==> src/common/qadc_pkg.sv <==
// shared constants and types of the quad converter serial output block
`default_nettype none
package qadc_pkg;
   // timing: system clock, nominal sample clock, derived counts
   localparam int         HCLK_NS      = 10;
   localparam int         SCLK_NS      = 80;
   localparam logic [3:0] PER_CYC      = 4'(SCLK_NS / HCLK_NS);
   localparam logic [3:0] PER_LAST     = PER_CYC - 4'h1;
   localparam logic [3:0] PER_SAT      = 4'hf;
   localparam logic [6:0] LOCK_PERIODS = 7'h64;
   localparam logic [2:0] HALF_BYTE    = 3'h4;

   // widths
   localparam int LANES = 4;
   localparam int NSYNC = 8;

   // data coding
   localparam logic [7:0] MSB_FLIP  = 8'h80;
   localparam logic [7:0] TEST_BYTE = 8'hc0;
   localparam logic [3:0] PAIR_MAP  = 4'hc;

   // register offsets
   localparam logic [7:0] OFF_STATUS  = 8'h00;
   localparam logic [7:0] OFF_IRQ_EN  = 8'h04;
   localparam logic [7:0] OFF_IRQ_CLR = 8'h08;
   localparam logic [7:0] OFF_CTRL    = 8'h0c;
   localparam logic [7:0] OFF_STATE   = 8'h10;

   // field positions
   localparam int EV_LOSS   = 0;
   localparam int EV_RELOCK = 1;
   localparam int CTRL_TP   = 0;
   localparam int ST_LOCK   = 0;
   localparam int ST_STBY   = 1;
   localparam int ST_TWOS   = 2;
   localparam int ST_TEST   = 3;
   localparam int ST_REF    = 4;
   localparam int ST_SHARED = 6;
   localparam int ST_STABLE = 8;

   // reset values
   localparam logic [1:0] RST_IRQ_EN = 2'h0;
   localparam logic       RST_CTRL   = 1'h0;
   localparam logic       RST_LOCK_N = 1'h1;

   typedef enum logic [1:0] {
      REF_1V0  = 2'h0,
      REF_0V5  = 2'h1,
      REF_PROG = 2'h2,
      REF_EXT  = 2'h3
   } ref_mode_t;
endpackage
`default_nettype wire

==> src/common/lane_if.sv <==
// controller to lane serializer connection
`timescale 1ns/10ps
`default_nettype none
interface lane_if;
   logic       ce;
   logic       load;
   logic       shift;
   logic [7:0] byte_in;
   logic       bit_out;
   modport ctl  (output ce, load, shift, byte_in, input bit_out);
   modport lane (input ce, load, shift, byte_in, output bit_out);
endinterface
`default_nettype wire

==> src/hw/lane_ser.sv <==
// one serial lane: loads a byte and shifts it out msb first
`timescale 1ns/10ps
`default_nettype none
module lane_ser (
   // clock and reset
   input wire logic hclk,
   input wire logic hresetn,
   // control from the frame logic
   lane_if.lane     lk
);
   typedef struct packed {
      logic [7:0] sh;
   } lane_t;
   lane_t st;
   lane_t next_st;

   always_comb begin
      next_st = st;
      if (lk.load) begin
         next_st.sh = lk.byte_in;
      end else if (lk.shift) begin
         next_st.sh = {st.sh[6:0], 1'b0};
      end
   end

   always_ff @(posedge hclk or negedge hresetn) begin
      if (!hresetn) begin
         st <= '0;
      end else if (lk.ce) begin
         st <= next_st;
      end
   end

   assign lk.bit_out = st.sh[7];
endmodule // lane_ser
`default_nettype wire

==> src/hw/pin_sync.sv <==
// two flip-flop synchroniser for a group of asynchronous levels
`timescale 1ns/10ps
`default_nettype none
module pin_sync #(
   parameter int W = 1
) (
   // clock and reset
   input  wire logic         hclk,
   input  wire logic         hresetn,
   input  wire logic         ce,
   // levels
   input  wire logic [W-1:0] d,
   output logic      [W-1:0] q
);
   typedef struct packed {
      logic [W-1:0] s1;
      logic [W-1:0] s2;
   } sync_t;
   sync_t st;
   sync_t next_st;

   always_comb begin
      next_st.s1 = d;
      next_st.s2 = st.s1;
   end

   always_ff @(posedge hclk or negedge hresetn) begin
      if (!hresetn) begin
         st <= '0;
      end else if (ce) begin
         st <= next_st;
      end
   end

   assign q = st.s2;
endmodule // pin_sync
`default_nettype wire

==> src/hw/qadc_out.sv <==
// serial output side of the quad converter: framing, lock, modes, ahb regs
//
// How it works
// - format pin high gives twos complement, low gives offset binary
// - twos complement is the offset binary code with msb inverted
// - each channel shifts its 8-bit sample onto its own lane
// - bit clock runs at four times the sample clock
// - one bit per bit clock edge, receiver captures on both edges
// - frame clock rises on the first bit of every byte
// - active-low lock output is low while locked
// - lock output goes high at once when lock is lost
// - unlocked: lanes and bit clock hold their last levels
// - relock needs at least 100 good sample periods
// - first frame edge 0.5 to under 1.5 periods after lock falls
// - test pattern pin makes every lane send 11000000
// - sense level decodes into four reference modes
// - shared reference pin enables sharing; a,b on pair a, c,d on pair b
// - standby pin high puts serial drivers in high impedance
//
// Chosen here: the AHB-Lite interface to the registers and the register offsets.
`timescale 1ns/10ps
`default_nettype none
module qadc_out (
   // clock, reset, enable
   input  wire logic        hclk,
   input  wire logic        hresetn,
   input  wire logic        ce,
   // ahb-lite slave
   input  wire logic        hsel,
   input  wire logic [31:0] haddr,
   input  wire logic [1:0]  htrans,
   input  wire logic        hwrite,
   input  wire logic [2:0]  hsize,
   input  wire logic [31:0] hwdata,
   input  wire logic        hready,
   output logic             hreadyout,
   output logic             hresp,
   output logic [31:0]      hrdata,
   output logic             irq,
   // sample clock and converter words, lane a in bits 7:0
   input  wire logic        sample_clk,
   input  wire logic [31:0] sample_data,
   // strap and mode pins
   input  wire logic        format_select_pin,
   input  wire logic        test_pattern_pin,
   input  wire logic        standby_pin,
   input  wire logic        shared_ref_pin,
   input  wire logic        sense_low,
   input  wire logic        sense_vref,
   input  wire logic        sense_supply,
   // serial link
   output logic [3:0]       lane_out,
   output logic             bit_clock_out,
   output logic             frame_clock_out,
   output logic             link_oe,
   output logic             lock_n,
   // reference control
   output logic [1:0]       ref_mode,
   output logic             shared_ref_en,
   output logic [3:0]       ref_pair_sel
);
   typedef enum logic [2:0] {
      S_UNLOCK = 3'h1,
      S_WAIT   = 3'h2,
      S_RUN    = 3'h4
   } fsm_t;

   typedef struct packed {
      fsm_t        fsm;
      logic        sclk_d;
      logic [3:0]  per_cnt;
      logic [6:0]  stable;
      logic [2:0]  bit_idx;
      logic        lock_n;
      logic        bclk;
      logic        frame;
      logic        oe;
      logic [1:0]  status;
      logic [1:0]  irq_en;
      logic        ctrl_tp;
      logic        irq;
      logic        ap_wr;
      logic [7:0]  ap_addr;
      logic [31:0] rdata;
      logic [1:0]  ref_mode;
      logic        shared;
   } core_t;

   core_t st;
   core_t next_st;

   // synchronised pins
   logic [7:0] pins;
   logic       sclk_s;
   logic       fmt_s;
   logic       tp_s;
   logic       stby_s;
   logic       shr_s;
   logic       slow_s;
   logic       svref_s;
   logic       ssup_s;

   pin_sync #(
      .W (qadc_pkg::NSYNC)
   ) u_sync (
      .hclk    (hclk),
      .hresetn (hresetn),
      .ce      (ce),
      .d       ({sense_supply, sense_vref, sense_low, shared_ref_pin,
                 standby_pin, test_pattern_pin, format_select_pin,
                 sample_clk}),
      .q       (pins)
   );

   assign sclk_s  = pins[0];
   assign fmt_s   = pins[1];
   assign tp_s    = pins[2];
   assign stby_s  = pins[3];
   assign shr_s   = pins[4];
   assign slow_s  = pins[5];
   assign svref_s = pins[6];
   assign ssup_s  = pins[7];

   // edge finder and pll lock model
   logic rise;
   logic good_edge;
   logic bad_edge;
   logic load;
   logic shift;
   logic test_on;

   assign rise      = sclk_s & ~st.sclk_d;
   assign good_edge = rise & (st.per_cnt == qadc_pkg::PER_LAST);
   // a slow, fast or missing sample edge, or standby, counts as loss
   assign bad_edge  = (rise & ~good_edge) |
                      (st.per_cnt > qadc_pkg::PER_CYC) | stby_s;
   assign load      = rise & ~bad_edge & (st.fsm != S_UNLOCK);
   assign shift     = (st.fsm == S_RUN) & ~rise & ~bad_edge &
                      (st.bit_idx != 3'h0);
   assign test_on   = tp_s | st.ctrl_tp;

   // per lane byte coding
   logic [7:0] lane_byte [qadc_pkg::LANES];
   logic [3:0] lane_bits;

   always_comb begin
      for (int i = 0; i < qadc_pkg::LANES; i++) begin
         if (test_on) begin
            lane_byte[i] = qadc_pkg::TEST_BYTE;
         end else if (fmt_s) begin
            lane_byte[i] = sample_data[8*i +: 8] ^ qadc_pkg::MSB_FLIP;
         end else begin
            lane_byte[i] = sample_data[8*i +: 8];
         end
      end
   end

   genvar g;
   generate
      for (g = 0; g < qadc_pkg::LANES; g++) begin : g_lane
         lane_if lif ();
         assign lif.ce      = ce;
         assign lif.load    = load;
         assign lif.shift   = shift;
         assign lif.byte_in = lane_byte[g];
         assign lane_bits[g] = lif.bit_out;
         lane_ser u_lane (
            .hclk    (hclk),
            .hresetn (hresetn),
            .lk      (lif.lane)
         );
      end
   endgenerate

   // bus decode
   logic       acc;
   logic [1:0] ev;
   logic [1:0] clr;

   assign acc = hsel & hready & htrans[1];

   always_comb begin
      next_st = st;
      ev      = 2'h0;
      clr     = 2'h0;

      next_st.sclk_d = sclk_s;
      if (rise) begin
         next_st.per_cnt = 4'h0;
      end else if (st.per_cnt != qadc_pkg::PER_SAT) begin
         next_st.per_cnt = st.per_cnt + 4'h1;
      end

      if (bad_edge) begin
         next_st.stable = 7'h0;
      end else if (good_edge && st.stable != qadc_pkg::LOCK_PERIODS) begin
         next_st.stable = st.stable + 7'h1;
      end

      case (st.fsm)
         S_UNLOCK: begin
            if (good_edge && !bad_edge &&
                st.stable == qadc_pkg::LOCK_PERIODS - 7'h1) begin
               next_st.fsm    = S_WAIT;
               next_st.lock_n = 1'b0;
               next_st.frame  = 1'b0;
               ev[qadc_pkg::EV_RELOCK] = 1'b1;
            end
         end
         S_WAIT, S_RUN: begin
            if (bad_edge) begin
               next_st.fsm    = S_UNLOCK;
               next_st.lock_n = 1'b1;
               ev[qadc_pkg::EV_LOSS] = 1'b1;
            end else if (load) begin
               next_st.fsm = S_RUN;
            end
         end
         default: begin
            next_st.fsm    = S_UNLOCK;
            next_st.lock_n = 1'b1;
         end
      endcase

      // unlocked: no load and no shift, so lanes and bit clock hold
      if (load) begin
         next_st.bit_idx = 3'h1;
         next_st.frame   = 1'b1;
         next_st.bclk    = ~st.bclk;
      end else if (shift) begin
         next_st.bit_idx = st.bit_idx + 3'h1;
         next_st.frame   = st.bit_idx < qadc_pkg::HALF_BYTE;
         next_st.bclk    = ~st.bclk;
      end

      next_st.oe = ~stby_s;

      if (ssup_s) begin
         next_st.ref_mode = qadc_pkg::REF_EXT;
      end else if (svref_s) begin
         next_st.ref_mode = qadc_pkg::REF_0V5;
      end else if (slow_s) begin
         next_st.ref_mode = qadc_pkg::REF_1V0;
      end else begin
         next_st.ref_mode = qadc_pkg::REF_PROG;
      end
      next_st.shared = shr_s;

      // data phase write
      if (st.ap_wr) begin
         case (st.ap_addr)
            qadc_pkg::OFF_IRQ_EN:  next_st.irq_en = hwdata[1:0];
            qadc_pkg::OFF_IRQ_CLR: clr = hwdata[1:0];
            qadc_pkg::OFF_CTRL:    next_st.ctrl_tp = hwdata[qadc_pkg::CTRL_TP];
            default:               next_st.irq_en = st.irq_en;
         endcase
      end

      // a new event wins over a clear in the same cycle
      next_st.status = (st.status & ~clr) | ev;
      next_st.irq    = |(next_st.status & next_st.irq_en);

      // address phase; read data built from the values now being stored
      next_st.ap_wr   = acc & hwrite;
      next_st.ap_addr = haddr[7:0];
      if (acc && !hwrite) begin
         next_st.rdata = 32'h0;
         case (haddr[7:0])
            qadc_pkg::OFF_STATUS: next_st.rdata[1:0] = next_st.status;
            qadc_pkg::OFF_IRQ_EN: next_st.rdata[1:0] = next_st.irq_en;
            qadc_pkg::OFF_CTRL:
               next_st.rdata[qadc_pkg::CTRL_TP] = next_st.ctrl_tp;
            qadc_pkg::OFF_STATE: begin
               next_st.rdata[qadc_pkg::ST_LOCK]   = ~next_st.lock_n;
               next_st.rdata[qadc_pkg::ST_STBY]   = ~next_st.oe;
               next_st.rdata[qadc_pkg::ST_TWOS]   = fmt_s;
               next_st.rdata[qadc_pkg::ST_TEST]   = test_on;
               next_st.rdata[qadc_pkg::ST_REF +: 2] = next_st.ref_mode;
               next_st.rdata[qadc_pkg::ST_SHARED] = next_st.shared;
               next_st.rdata[qadc_pkg::ST_STABLE +: 7] = next_st.stable;
            end
            default: next_st.rdata = 32'h0;
         endcase
      end
   end

   always_ff @(posedge hclk or negedge hresetn) begin
      if (!hresetn) begin
         st         <= '0;
         st.fsm     <= S_UNLOCK;
         st.lock_n  <= qadc_pkg::RST_LOCK_N;
         st.irq_en  <= qadc_pkg::RST_IRQ_EN;
         st.ctrl_tp <= qadc_pkg::RST_CTRL;
      end else if (ce) begin
         st <= next_st;
      end
   end

   // outputs
   assign hreadyout       = 1'b1;
   assign hresp           = 1'b0;
   assign hrdata          = st.rdata;
   assign irq             = st.irq;
   assign lane_out        = lane_bits;
   assign bit_clock_out   = st.bclk;
   assign frame_clock_out = st.frame;
   assign link_oe         = st.oe;
   assign lock_n          = st.lock_n;
   assign ref_mode        = st.ref_mode;
   assign shared_ref_en   = st.shared;
   assign ref_pair_sel    = qadc_pkg::PAIR_MAP;
endmodule // qadc_out
`default_nettype wire

==> config.mk <==
export PLATFORM = sky130hd
export DESIGN_NAME = qadc_out
export DESIGN_NICKNAME = d
export VERILOG_FILES = /design/src/common/qadc_pkg.sv /design/src/common/lane_if.sv /design/src/hw/lane_ser.sv /design/src/hw/pin_sync.sv /design/src/hw/qadc_out.sv
export SDC_FILE = /design/constraint.sdc
export NUM_CORES = 1
export LEC_CHECK = 0
export ABC_CLOCK_PERIOD_IN_PS = 1740
export BUFFER_PORTS_ARGS = -buffer_cell sky130_fd_sc_hd__buf_2
export CORE_MARGIN = 4
export CORE_UTILIZATION = 47
export DETAILED_ROUTE_END_ITERATION = 6
export GPL_ROUTABILITY_DRIVEN = 0
export PLACE_DENSITY = 0.77
export RECOVER_POWER = 50
export SLEW_MARGIN = 20
export SYNTH_ARGS = -nofsm -noshare
export SYNTH_HDL_FRONTEND = slang
export SYNTH_SLANG_ARGS = --single-unit
export TNS_END_PERCENT = 10
==> constraint.sdc <==
create_clock -name hclk -period 1.74 [get_ports hclk]
set_clock_uncertainty 0.05 [all_clocks]
set_input_delay 0.087 -clock hclk [delete_from_list [all_inputs] [get_ports hclk]]
set_output_delay 0.087 -clock hclk [all_outputs]
set_load 0.02 [all_outputs]
# --- After elaboration in Yosys (flattened, before gate mapping) ---
# Cells that the tools add are included.
totals:
  ff_bits: 102
  latchBits: 0
  mem_bits_rw: 0
  romBits: 0
  input_bits: 115
  out_inout_bits: 50
  mem_count: 0
op_classes:
  addsub: 3
  mul: 0
  div_mod_pow: 0
  magnitude_cmp: 2
  n_eq_ne: 16
  shift: 0
  mux: 49
  bitwise: 29
  reduce_logical: 19
op_table:
  columns: ["op", "n"]
  rows:
  - ["$mux 8", 16]
  - ["$eq 8x4->1 const B", 3]
  - ["$mux 7", 3]
  - ["$mux 3", 6]
  - ["$eq 8x3->1 const B", 2]
  - ["$mux 2", 8]
  - ["$and 1x1->1", 11]
  - ["$not 1->1", 11]
  - ["$mux 1", 9]
  - ["$reduce_bool 3->1", 3]
  - ["$eq 8x5->1 const B", 1]
  - ["$logic_not 8->1", 1]
  - ["$mux 4", 2]
  - ["$add 7x1->7 const B", 1]
  - ["$eq 7x7->1 const B", 1]
  - ["$ne 7x7->1 const B", 1]
  - ["$pmux 3 s2", 1]
  - ["$reduce_and 2->1", 3]
  - ["$reduce_and 3->1", 2]
  - ["$mux 5", 1]
  - ["$add 4x1->4 const B", 1]
  - ["$and 2x2->2", 2]
  - ["$eq 4x3->1 const B", 1]
  - ["$gt 4x4->1 const B", 1]
  - ["19 further kinds", 27]

# --- Depth between registers and ports, before layout ---
# Gate-level depths: netlist (run 1).
logic_depth:
  word_depth: 15
  mapped_depth: 10
  ltp_nobuf: 8

# --- Hierarchy ---
# Synthesis (run 1) repeated with hierarchy kept, for this count alone.
hier_totals:
  cells_unflattened: 560
  hier_area_um2: 5790.6
by_module_without_submodules:
  columns: ["mod", "instances", "cells_per_inst", "area_each_um2"]
  rows:
  - ["qadc_out", 1, 362, 3414.5]
  - ["lane_ser", 4, 41, 431.7]
  - ["pin_sync", 1, 34, 649.4]

# --- Worst setup path after synthesis (run 1) ---
# OpenSTA, ideal clock, no wires.
synth_timing:
  path_type: "flip-flop to flip-flop"
  startpoint: "register st[64] (netlist name)"
  endpoint: "register st, in the netlist hrdata[14]"
  t_arrival_ns: 1.758
  required_ns: 1.571
  path_slack_ns: -0.186
  path_stages_with_launch: 8
  path_buffers: 0
  path_cell_list: "dfrtp_1 -> ha_1 -> nand3b_4 -> a311o_1 -> nor3_4 -> nand3_1 -> xor2_1 -> o21ai_2"
synth_via:
  elab_chain_len: 8
  word_cells_on_any_way: 11
  classes_between: "order compare (1); eq/ne (1); mux (3); bitwise (5); reduce/logical (1)"
synth_rtl:
  columns: ["item", "line", "rtl"]
  rows:
  - ["start: declaration", "qadc_out.sv:89", "core_t st;"]
  - ["start signal: assignment", "qadc_out.sv:295", "st <= next_st;"]
  - ["$eq 4x3->1", "qadc_out.sv:133", "assign good_edge = rise & (st.per_cnt == qadc_pkg::PER_LAST);"]
  - ["$and 1x1->1", "qadc_out.sv:133", null]
  - ["$not 1->1", "qadc_out.sv:135", "assign bad_edge = (rise & ~good_edge) |"]
  - ["$and 1x1->1", "qadc_out.sv:135", null]
  - ["$or 1x1->1", "qadc_out.sv:135", null]
  - ["$or 1x1->1", "qadc_out.sv:136", "(st.per_cnt > qadc_pkg::PER_CYC) | stby_s;"]
  - ["$mux 7 *", "qadc_out.sv:194", "if (bad_edge) begin"]
  - ["$mux 7 *", "qadc_out.sv:268", "case (haddr[7:0])"]
# Every way passes the cells marked *; elsewhere a longest branch is shown, timed or not.
# A chain may end at the register's enable or synchronous reset.

# --- Final worst setup path (run 1) ---
layout_timing:
  startpoint: "register st[64] (netlist name)"
  endpoint: "register g_lane[0].u_lane.st[1] (netlist name)"
layout_via:
  elab_chain_len: 11
  word_cells_on_any_way: 15
  classes_between: "order compare (1); eq/ne (1); mux (1); bitwise (10); reduce/logical (2)"
layout_rtl:
  columns: ["item", "line", "rtl"]
  rows:
  - ["$eq 4x3->1", "qadc_out.sv:133", null]
  - ["$and 1x1->1", "qadc_out.sv:133", null]
  - ["$not 1->1", "qadc_out.sv:135", null]
  - ["$and 1x1->1", "qadc_out.sv:135", null]
  - ["$or 1x1->1 *", "qadc_out.sv:135", null]
  - ["$or 1x1->1 *", "qadc_out.sv:136", null]
  - ["$not 1->1 *", "qadc_out.sv:137, qadc_out.sv:138", null]
  - ["$and 1x1->1 (on tied branches) (2 in series)", "qadc_out.sv:137, qadc_out.sv:138", null]
  - ["$reduce_bool 2->1 (no line)", null, null]
  - ["$reduce_and 2->1 (no line)", null, null]
  - ["end signal: assignment", "lane_ser.sv:30", "st <= next_st;"]
  - ["end: declaration", "lane_ser.sv:14", "lane_t st;"]
# Marked as above.

==> impl_metrics.json, run 1 <==
{
  "fmax_mhz": 472,
  "yosys_register_bits": 102,
  "final_cells": 840,
  "ys_seq_area_share_pct": 48.6,
  "synth_warnings": 0,
  "drive_gt1_share_pct": 36.4,
  "io_buffers": 82,
  "maxCapViolCount": 0,
  "insertion_delay_ns": 0.38,
  "layout_commonest_cell": "dfrtp_1",
  "num_rows": 38,
  "hold_violations": 0,
  "track_usage_pct": 21.4,
  "holdPathStages": 4,
  "worst_slack_ns": -0.380,
  "hp-class": "input port to register",
  "worstRegToRegCells": 8,
  "async_flop_share_pct": 100,
  "die_area_sq_mm": 0.0129,
  "timing.final.max_slew_violations": 0,
  "vdd_drop_max_mv": 0.624,
  "nets": 816,
  "critPathMaxFanout": 6,
  "design_area_sq_mm": 0.00704,
  "drt_pass1_iterations": 5,
  "finalCriticalPeriod_ns": 2.12,
  "grt_overflow": 0,
  "dpl.hpwl_um": 8870,
  "cts_tree": "done",
  "die_height_um": 114,
  "final_cell_mix": "dfrtp_1, buf_2, buf_4",
  "wl_per_cell_um": 18.0,
  "grtUsageMet1_pct": 27.7,
  "cts.clk_slew.worst_paths_ns": 0.10,
  "status": "finished with violations",
  "viasPerCell": 5.62,
  "synth_ff_type": "dfrtp_1",
  "yosysUniqueCellTypes": 56,
  "power_mw": 5.39,
  "placement.cell_area_sq_mm": 0.00602,
  "numCtsBuffers": 9,
  "postSynthAreaPerCell_sq_um": 9.75,
  "htree_levels": 3,
  "cts_sinks": 102,
  "end_kind": "register",
  "dr.first_iter.drc_count": 412,
  "io_pins": 165,
  "top_usage_layer": "met2",
  "cts_root_buf": "clkbuf_8",
  "syn_inst": 539,
  "wl_um": 15100,
  "start_kind": "register",
  "rsz0062_at_grt": "true",
  "clockBufferDepth": 2,
  "die_w_um": 114,
  "dp.cells": 772,
  "syn2layout_area_growth_pct": 34.0,
  "grt_max_degree": 41,
  "pre_cts_ws_ns": -0.264,
  "tightestPinTransition_ns": 0.963,
  "setup_viol": 59,
  "finalCritPeriodShare_pct": 122,
  "syn_area_sq_mm": 0.00525,
  "start_util_pct": 48.3,
  "num_antenna_cells": 0,
  "violations": "setup timing",
  "vias": 4720,
  "met3_usage_pct": 3.40,
  "ant_nets": 0,
  "critical_path_required_ns": 1.93,
  "p_leak_nw": 3.20,
  "use_met2_pct": 34.8,
  "powerDensity_mw_per_mm2": 765,
  "fp.coreArea_sq_mm": 0.0109,
  "arrival_ns": 2.31,
  "critPathKind": "register to register",
  "synth_edf_count": 0,
  "drc_errors": 0,
  "antenna_found_initial": 0,
  "fin_setup_tns_ns": -6.87,
  "grt_pass1_wl_um": 22300,
  "grt_pass1_vias": 4690,
  "num-fill-cells": 837,
  "max_slew_margin_pct": 35.8
}
-- final timing paths --
kind | start | slack, ns | end
min in group asynchronous | hresetn | 0.35 | st[57]
min reg2reg | bit_clock_out | 0.43 | bit_clock_out
max reg2reg | st[64] | -0.38 | g_lane[0].u_lane.st[1]
min | sample_data[30] | 0.01 | g_lane[3].u_lane.st[6]
max in group asynchronous | hresetn | 0.51 | lock_n
max | st[64] | -0.38 | g_lane[0].u_lane.st[1]
-- Yosys cell counts (2+ instances only) --
master | number | share of area, %
dfrtp_1 | 100 | 48
nand2_1 | 57 | 4.1
buf_4 | 44 | 6.3
nor2_1 | 43 | 3.1
o21ai_0 | 39 | 3.7
nand3_1 | 38 | 3.6
mux2_2 | 29 | 6.2
a21oi_1 | 24 | 2.3
a31oi_1 | 23 | 2.7
clkbuf_1 | 12 | 0.86
inv_1 | 12 | 0.86
buf_2 | 10 | 0.95
xnor2_1 | 10 | 1.7
a22o_1 | 8 | 1.3
or3_1 | 7 | 0.83
buf_1 | 6 | 0.43
ha_1 | 6 | 1.4
nand2b_1 | 6 | 0.71
nor3_1 | 6 | 0.57
and3_1 | 4 | 0.48
o31ai_1 | 4 | 0.57
mux2i_1 | 3 | 0.57
nand4_1 | 3 | 0.36
xor2_1 | 3 | 0.50
a21o_1 | 2 | 0.29
conb_1 | 2 | 0.14
dfstp_2 | 2 | 1.0
nand3b_1 | 2 | 0.29
nor2b_1 | 2 | 0.24
nor3_4 | 2 | 0.62
nor3b_1 | 2 | 0.29
nor4b_1 | 2 | 0.33
o22a_1 | 2 | 0.33
o2bb2ai_1 | 2 | 0.33
-- metal layers --
| layer | share of wire (%) | vias to the layer above | wire, um |
|---|---|---|---|
| li1 | - | 2135 | - |
| met1 | 39 | 2279 | 5830 |
| met2 | 50 | 246 | 7540 |
| met3 | 7.0 | 60 | 1060 |
| met4 | 4.6 | 0 | 689 |
| met5 | 0 | - | 0 |
-- through the flow --
step | hold slack, ns | util [%]
floorplan | -0.259 | -
global placement | 0.0227 | 55.3
detailed placement | 0.0276 | 55.3
CTS | 0.0126 | 63.1
global route | 0.0307 | 64.7
finish | 0.0149 | 64.7
-- cells by family (layout without fill, tap and decap cells) --
family	after synthesis	after routing	share of synthesized area [%]
mux	32	32	6.79
compound gates	119	119	14.7
other cells	2	24	0.143
flops	102	102	48.6
xor+xnor	13	13	2.17
buf+inv	84	223	9.38
fa+ha+maj	6	6	1.43
simple gates	181	181	16.8
-- flip-flops by register name, summed over array words and instances (netlist names), 2 cells and up --
signal	flops
ref_mode	2
g_lane.u_lane.st	32
hrdata	14
st	32
u_sync.next_st	8
u_sync.q	8
-- worst max-delay path, stage by stage (launching register included) --
cell and delay, ns:
dfrtp_2 0.44, ha_4 0.17, nand3b_4 0.14, nor3_4 0.21, buf_6 0.15, and2_4 0.21
buf_12 0.14, nand3_1 0.09, a31oi_1 0.39
-- final cells by class --
cell class	count	area, sq um	area share [%]
Clock buffer	11	131	1.87
Clock inverter	5	58.8	0.835
Inverter	12	47.5	0.675
Tap cell	140	175	2.49
Multi-Input combinational cell	375	2560	36.4
Sequential cell	102	2560	36.3
Timing Repair Buffer	195	1510	21.4
-- where the power goes --
part	switching, mW	internal [mW]
logic	0.624	0.569
registers	0.148	2.52
clock network	0.862	0.670
total	1.63	3.76
-- what timing repair did --
| action | in CTS | in global routing |
|---|---|---|
| hold buffers | 41 | 0 |
| hold endpoints to repair | 71 | 0 |
| pin swaps | 21 | 9 |
| setup endpoints to repair | 59 | 63 |
| setup buffers | 5 | 2 |
| resized for setup | 55 | 24 |
| cloned | 2 | 2 |
Note: power is estimated with default switching activity, not from simulation.
==> run 2: changes to the inputs <==
Settings changed: ABC_AREA set to 0, CORE_UTILIZATION 47 to 48, PLACE_DENSITY 0.77 to 0.78, SKIP_LAST_GASP set to 1, SYNTH_HIERARCHICAL set to 1.
==> run 2 against run 1 <==
Effect of this change:
- the flow still finishes with violations (setup timing)
- via count is 0.11% lower
- non-clock buffer count is 27 lower
- setup slack better by 0.082 ns
- critical path type unchanged
==> impl_metrics.json, run 2 <==
{
  "fp.coreArea_sq_mm": 0.0116,
  "cts_root_buf": "clkbuf_16",
  "p_leak_nw": 3.31,
  "wl_um": 14300,
  "dpl.hpwl_um": 9770,
  "yosys.area.top_type": "dfrtp_1",
  "max_slew_margin_pct": 60.8,
  "vdd_drop_max_mv": 0.706,
  "viasPerCell": 5.62,
  "drc_errors": 0,
  "hold_violations": 0,
  "syn2layout_area_growth_pct": 24.3,
  "yosys_register_bits": 102,
  "hp-class": "input port to register",
  "r2r-start": "st[64]",
  "fmax_mhz": 491,
  "finalCriticalPeriod_ns": 2.04,
  "cts_sinks": 102,
  "multi_input_area_sq_mm": 0.00294,
  "status": "finished with violations",
  "critPathKind": "register to register",
  "powerDensity_mw_per_mm2": 816,
  "synth_mux_area_share_pct": 7.37,
  "num_antenna_cells": 0,
  "arrival_ns": 2.22,
  "end_kind": "register",
  "synth.top_cell.area_share_pct": 43.2,
  "violations": "setup timing",
  "die_w_um": 118,
  "drive_gt1_share_pct": 39.1,
  "timing.final.max_slew_violations": 0,
  "antenna_found_initial": 0,
  "vias": 4715,
  "start_util_pct": 49.9,
  "synth_common_cells": "dfrtp_1, buf_4, nand2_1",
  "track_usage_pct": 20.0,
  "num-fill-cells": 931,
  "clockBufferDepth": 2,
  "synth_top_family_by_area": "simple AND/OR/NAND/NOR gates",
  "nets": 812,
  "io_buffers": 82,
  "syn_area_sq_mm": 0.00579,
  "holdPathStages": 3,
  "synth_ff_type": "dfrtp_1",
  "rsz0062_at_grt": "true",
  "crit_start": "st[64]",
  "htree_levels": 3,
  "synth_edf_count": 0,
  "dr.first_iter.drc_count": 326,
  "synth_warnings": 6,
  "dp.cells": 797,
  "finalCritPeriodShare_pct": 117,
  "wl_per_cell_um": 17.0,
  "yosysUniqueCellTypes": 69,
  "final_cells": 839,
  "cp-endpoint": "hrdata[0]",
  "critical_path_required_ns": 1.92,
  "start_kind": "register",
  "die_height_um": 118,
  "yosys.area_share.simple_pct": 23.6,
  "register_area_sq_mm": 0.00255,
  "synth_compound_area_share_pct": 12.7,
  "critPathMaxFanout": 5,
  "synth_xor_area_share_pct": 1.82,
  "final_cell_mix": "dfrtp_1, buf_2, buf_4",
  "die_area_sq_mm": 0.0139,
  "power_mw": 5.87,
  "maxCapViolCount": 0,
  "worstRegToRegCells": 10,
  "insertion_delay_ns": 0.35,
  "pre_cts_ws_ns": -0.261,
  "grt_pass1_vias": 4692,
  "cts_tree": "done",
  "grt_pass1_wl_um": 23000,
  "yosys.area_share.adder_pct": 1.30,
  "grt_overflow": 0,
  "ys_seq_area_share_pct": 44.1,
  "drt_pass1_iterations": 4,
  "ant_nets": 0,
  "io_pins": 165,
  "tightestPinTransition_ns": 0.581,
  "cts.clk_slew.worst_paths_ns": 0.07,
  "layout_commonest_cell": "dfrtp_1",
  "grt_max_degree": 113,
  "yosysMostFrequentCell": "dfrtp_1",
  "fin_setup_tns_ns": -12.01,
  "postSynthAreaPerCell_sq_um": 10.3,
  "regToRegSetupSlack_ns": -0.30,
  "async_flop_share_pct": 100,
  "worst_slack_ns": -0.298,
  "synthTopCellsByArea": "dfrtp_1, buf_4, mux2_2, nor3_2, nand2_1",
  "num_rows": 39,
  "syn_inst": 560,
  "reg2reg_to": "hrdata[0]",
  "numCtsBuffers": 9,
  "setup_viol": 61
}
[run 2: cell types whose count changed after synthesis, moves of 10 or more]
cell,delta
mux2_4,+10
nand3_1,-31
a31oi_1,-22
o22ai_1,+25
o21ai_0,-19
nor3_2,+21
and2_1,+23
nor3_1,+25
nand2_1,-15
[run 2: layout make-up]
cell class	instances	share of cell area, %
multi-input combinational	401	40.8
inverter	9	0.469
timing repair buffer	168	16.5
sequential	102	35.5
clock buffer	10	3.32
clock inverter	6	0.939
tap	143	2.49
[run 2: power breakdown]
part / internal [mW] / total, mW / switching (mW) / leakage, nW
Combinational: 0.555 / 1.15 / 0.597 / 1.84
Clock: 1.16 / 2.08 / 0.913 / 0.145
Sequential: 2.51 / 2.64 / 0.131 / 1.33
Total: 4.23 / 5.87 / 1.64 / 3.31
[run 2: layer usage]
metal / routed length (um) / global-route usage [%]
met1: 5810 / 25.0
met4: 238 / 5.49
met2: 7350 / 34.3
met5: 0 / 0
met3: 883 / 5.53
[run 2: worst min path at each step]
| stage | from | to |
|---|---|---|
| floorplan | hresetn | bit_clock_out |
| global placement | hresetn | u_sync/next_st[5] |
| detailed placement | hresetn | u_sync/q[7] |
| CTS | hready | st[43] |
| global route | hready | st[43] |
| finish | hready | st[43] |
[run 2: critical path, stage by stage, from the launching register on]
cell and delay (ns):
dfrtp_1 0.42, inv_2 0.08, ha_4 0.14, nand2b_4 0.06, a211oi_4 0.27, buf_4 0.16, nor2_1 0.04, buf_4 0.15
a22o_1 0.23, a211oi_2 0.21, o22ai_1 0.10
[run 2: metrics by stage]
stage          hold WS, ns  instance area (sq um)  util (%)
2_1_floorplan       -0.259                   5880         -
4_1_cts            0.00552                   7030      60.5
3_3_place_gp        0.0539                   6480      55.8
6_report           0.00271                   7200      62.0
3_5_place_dp        0.0584                   6480      55.8
5_1_grt            0.00226                   7200      62.0
[run 2: cell families (layout without fill, tap and decap cells)]
family | after synthesis | after routing
buffers and inverters | 79 | 193
AND/OR/NAND/NOR | 218 | 218
adder cells (fa/ha/maj) | 6 | 6
XOR/XNOR | 12 | 12
AO/OA/AOI/OAI | 106 | 106
flip-flops | 102 | 102
multiplexers | 35 | 35
other | 2 | 24
[run 2: repair_timing]
item | in CTS | in global routing
buffers inserted | 5 | 3
endpoints found under the setup margin | 56 | 62
pin swaps | 9 | 10
gates cloned | 0 | 2
hold buffers | 16 | 0
resized for setup | 7 | 19
hold endpoints to repair | 54 | 0
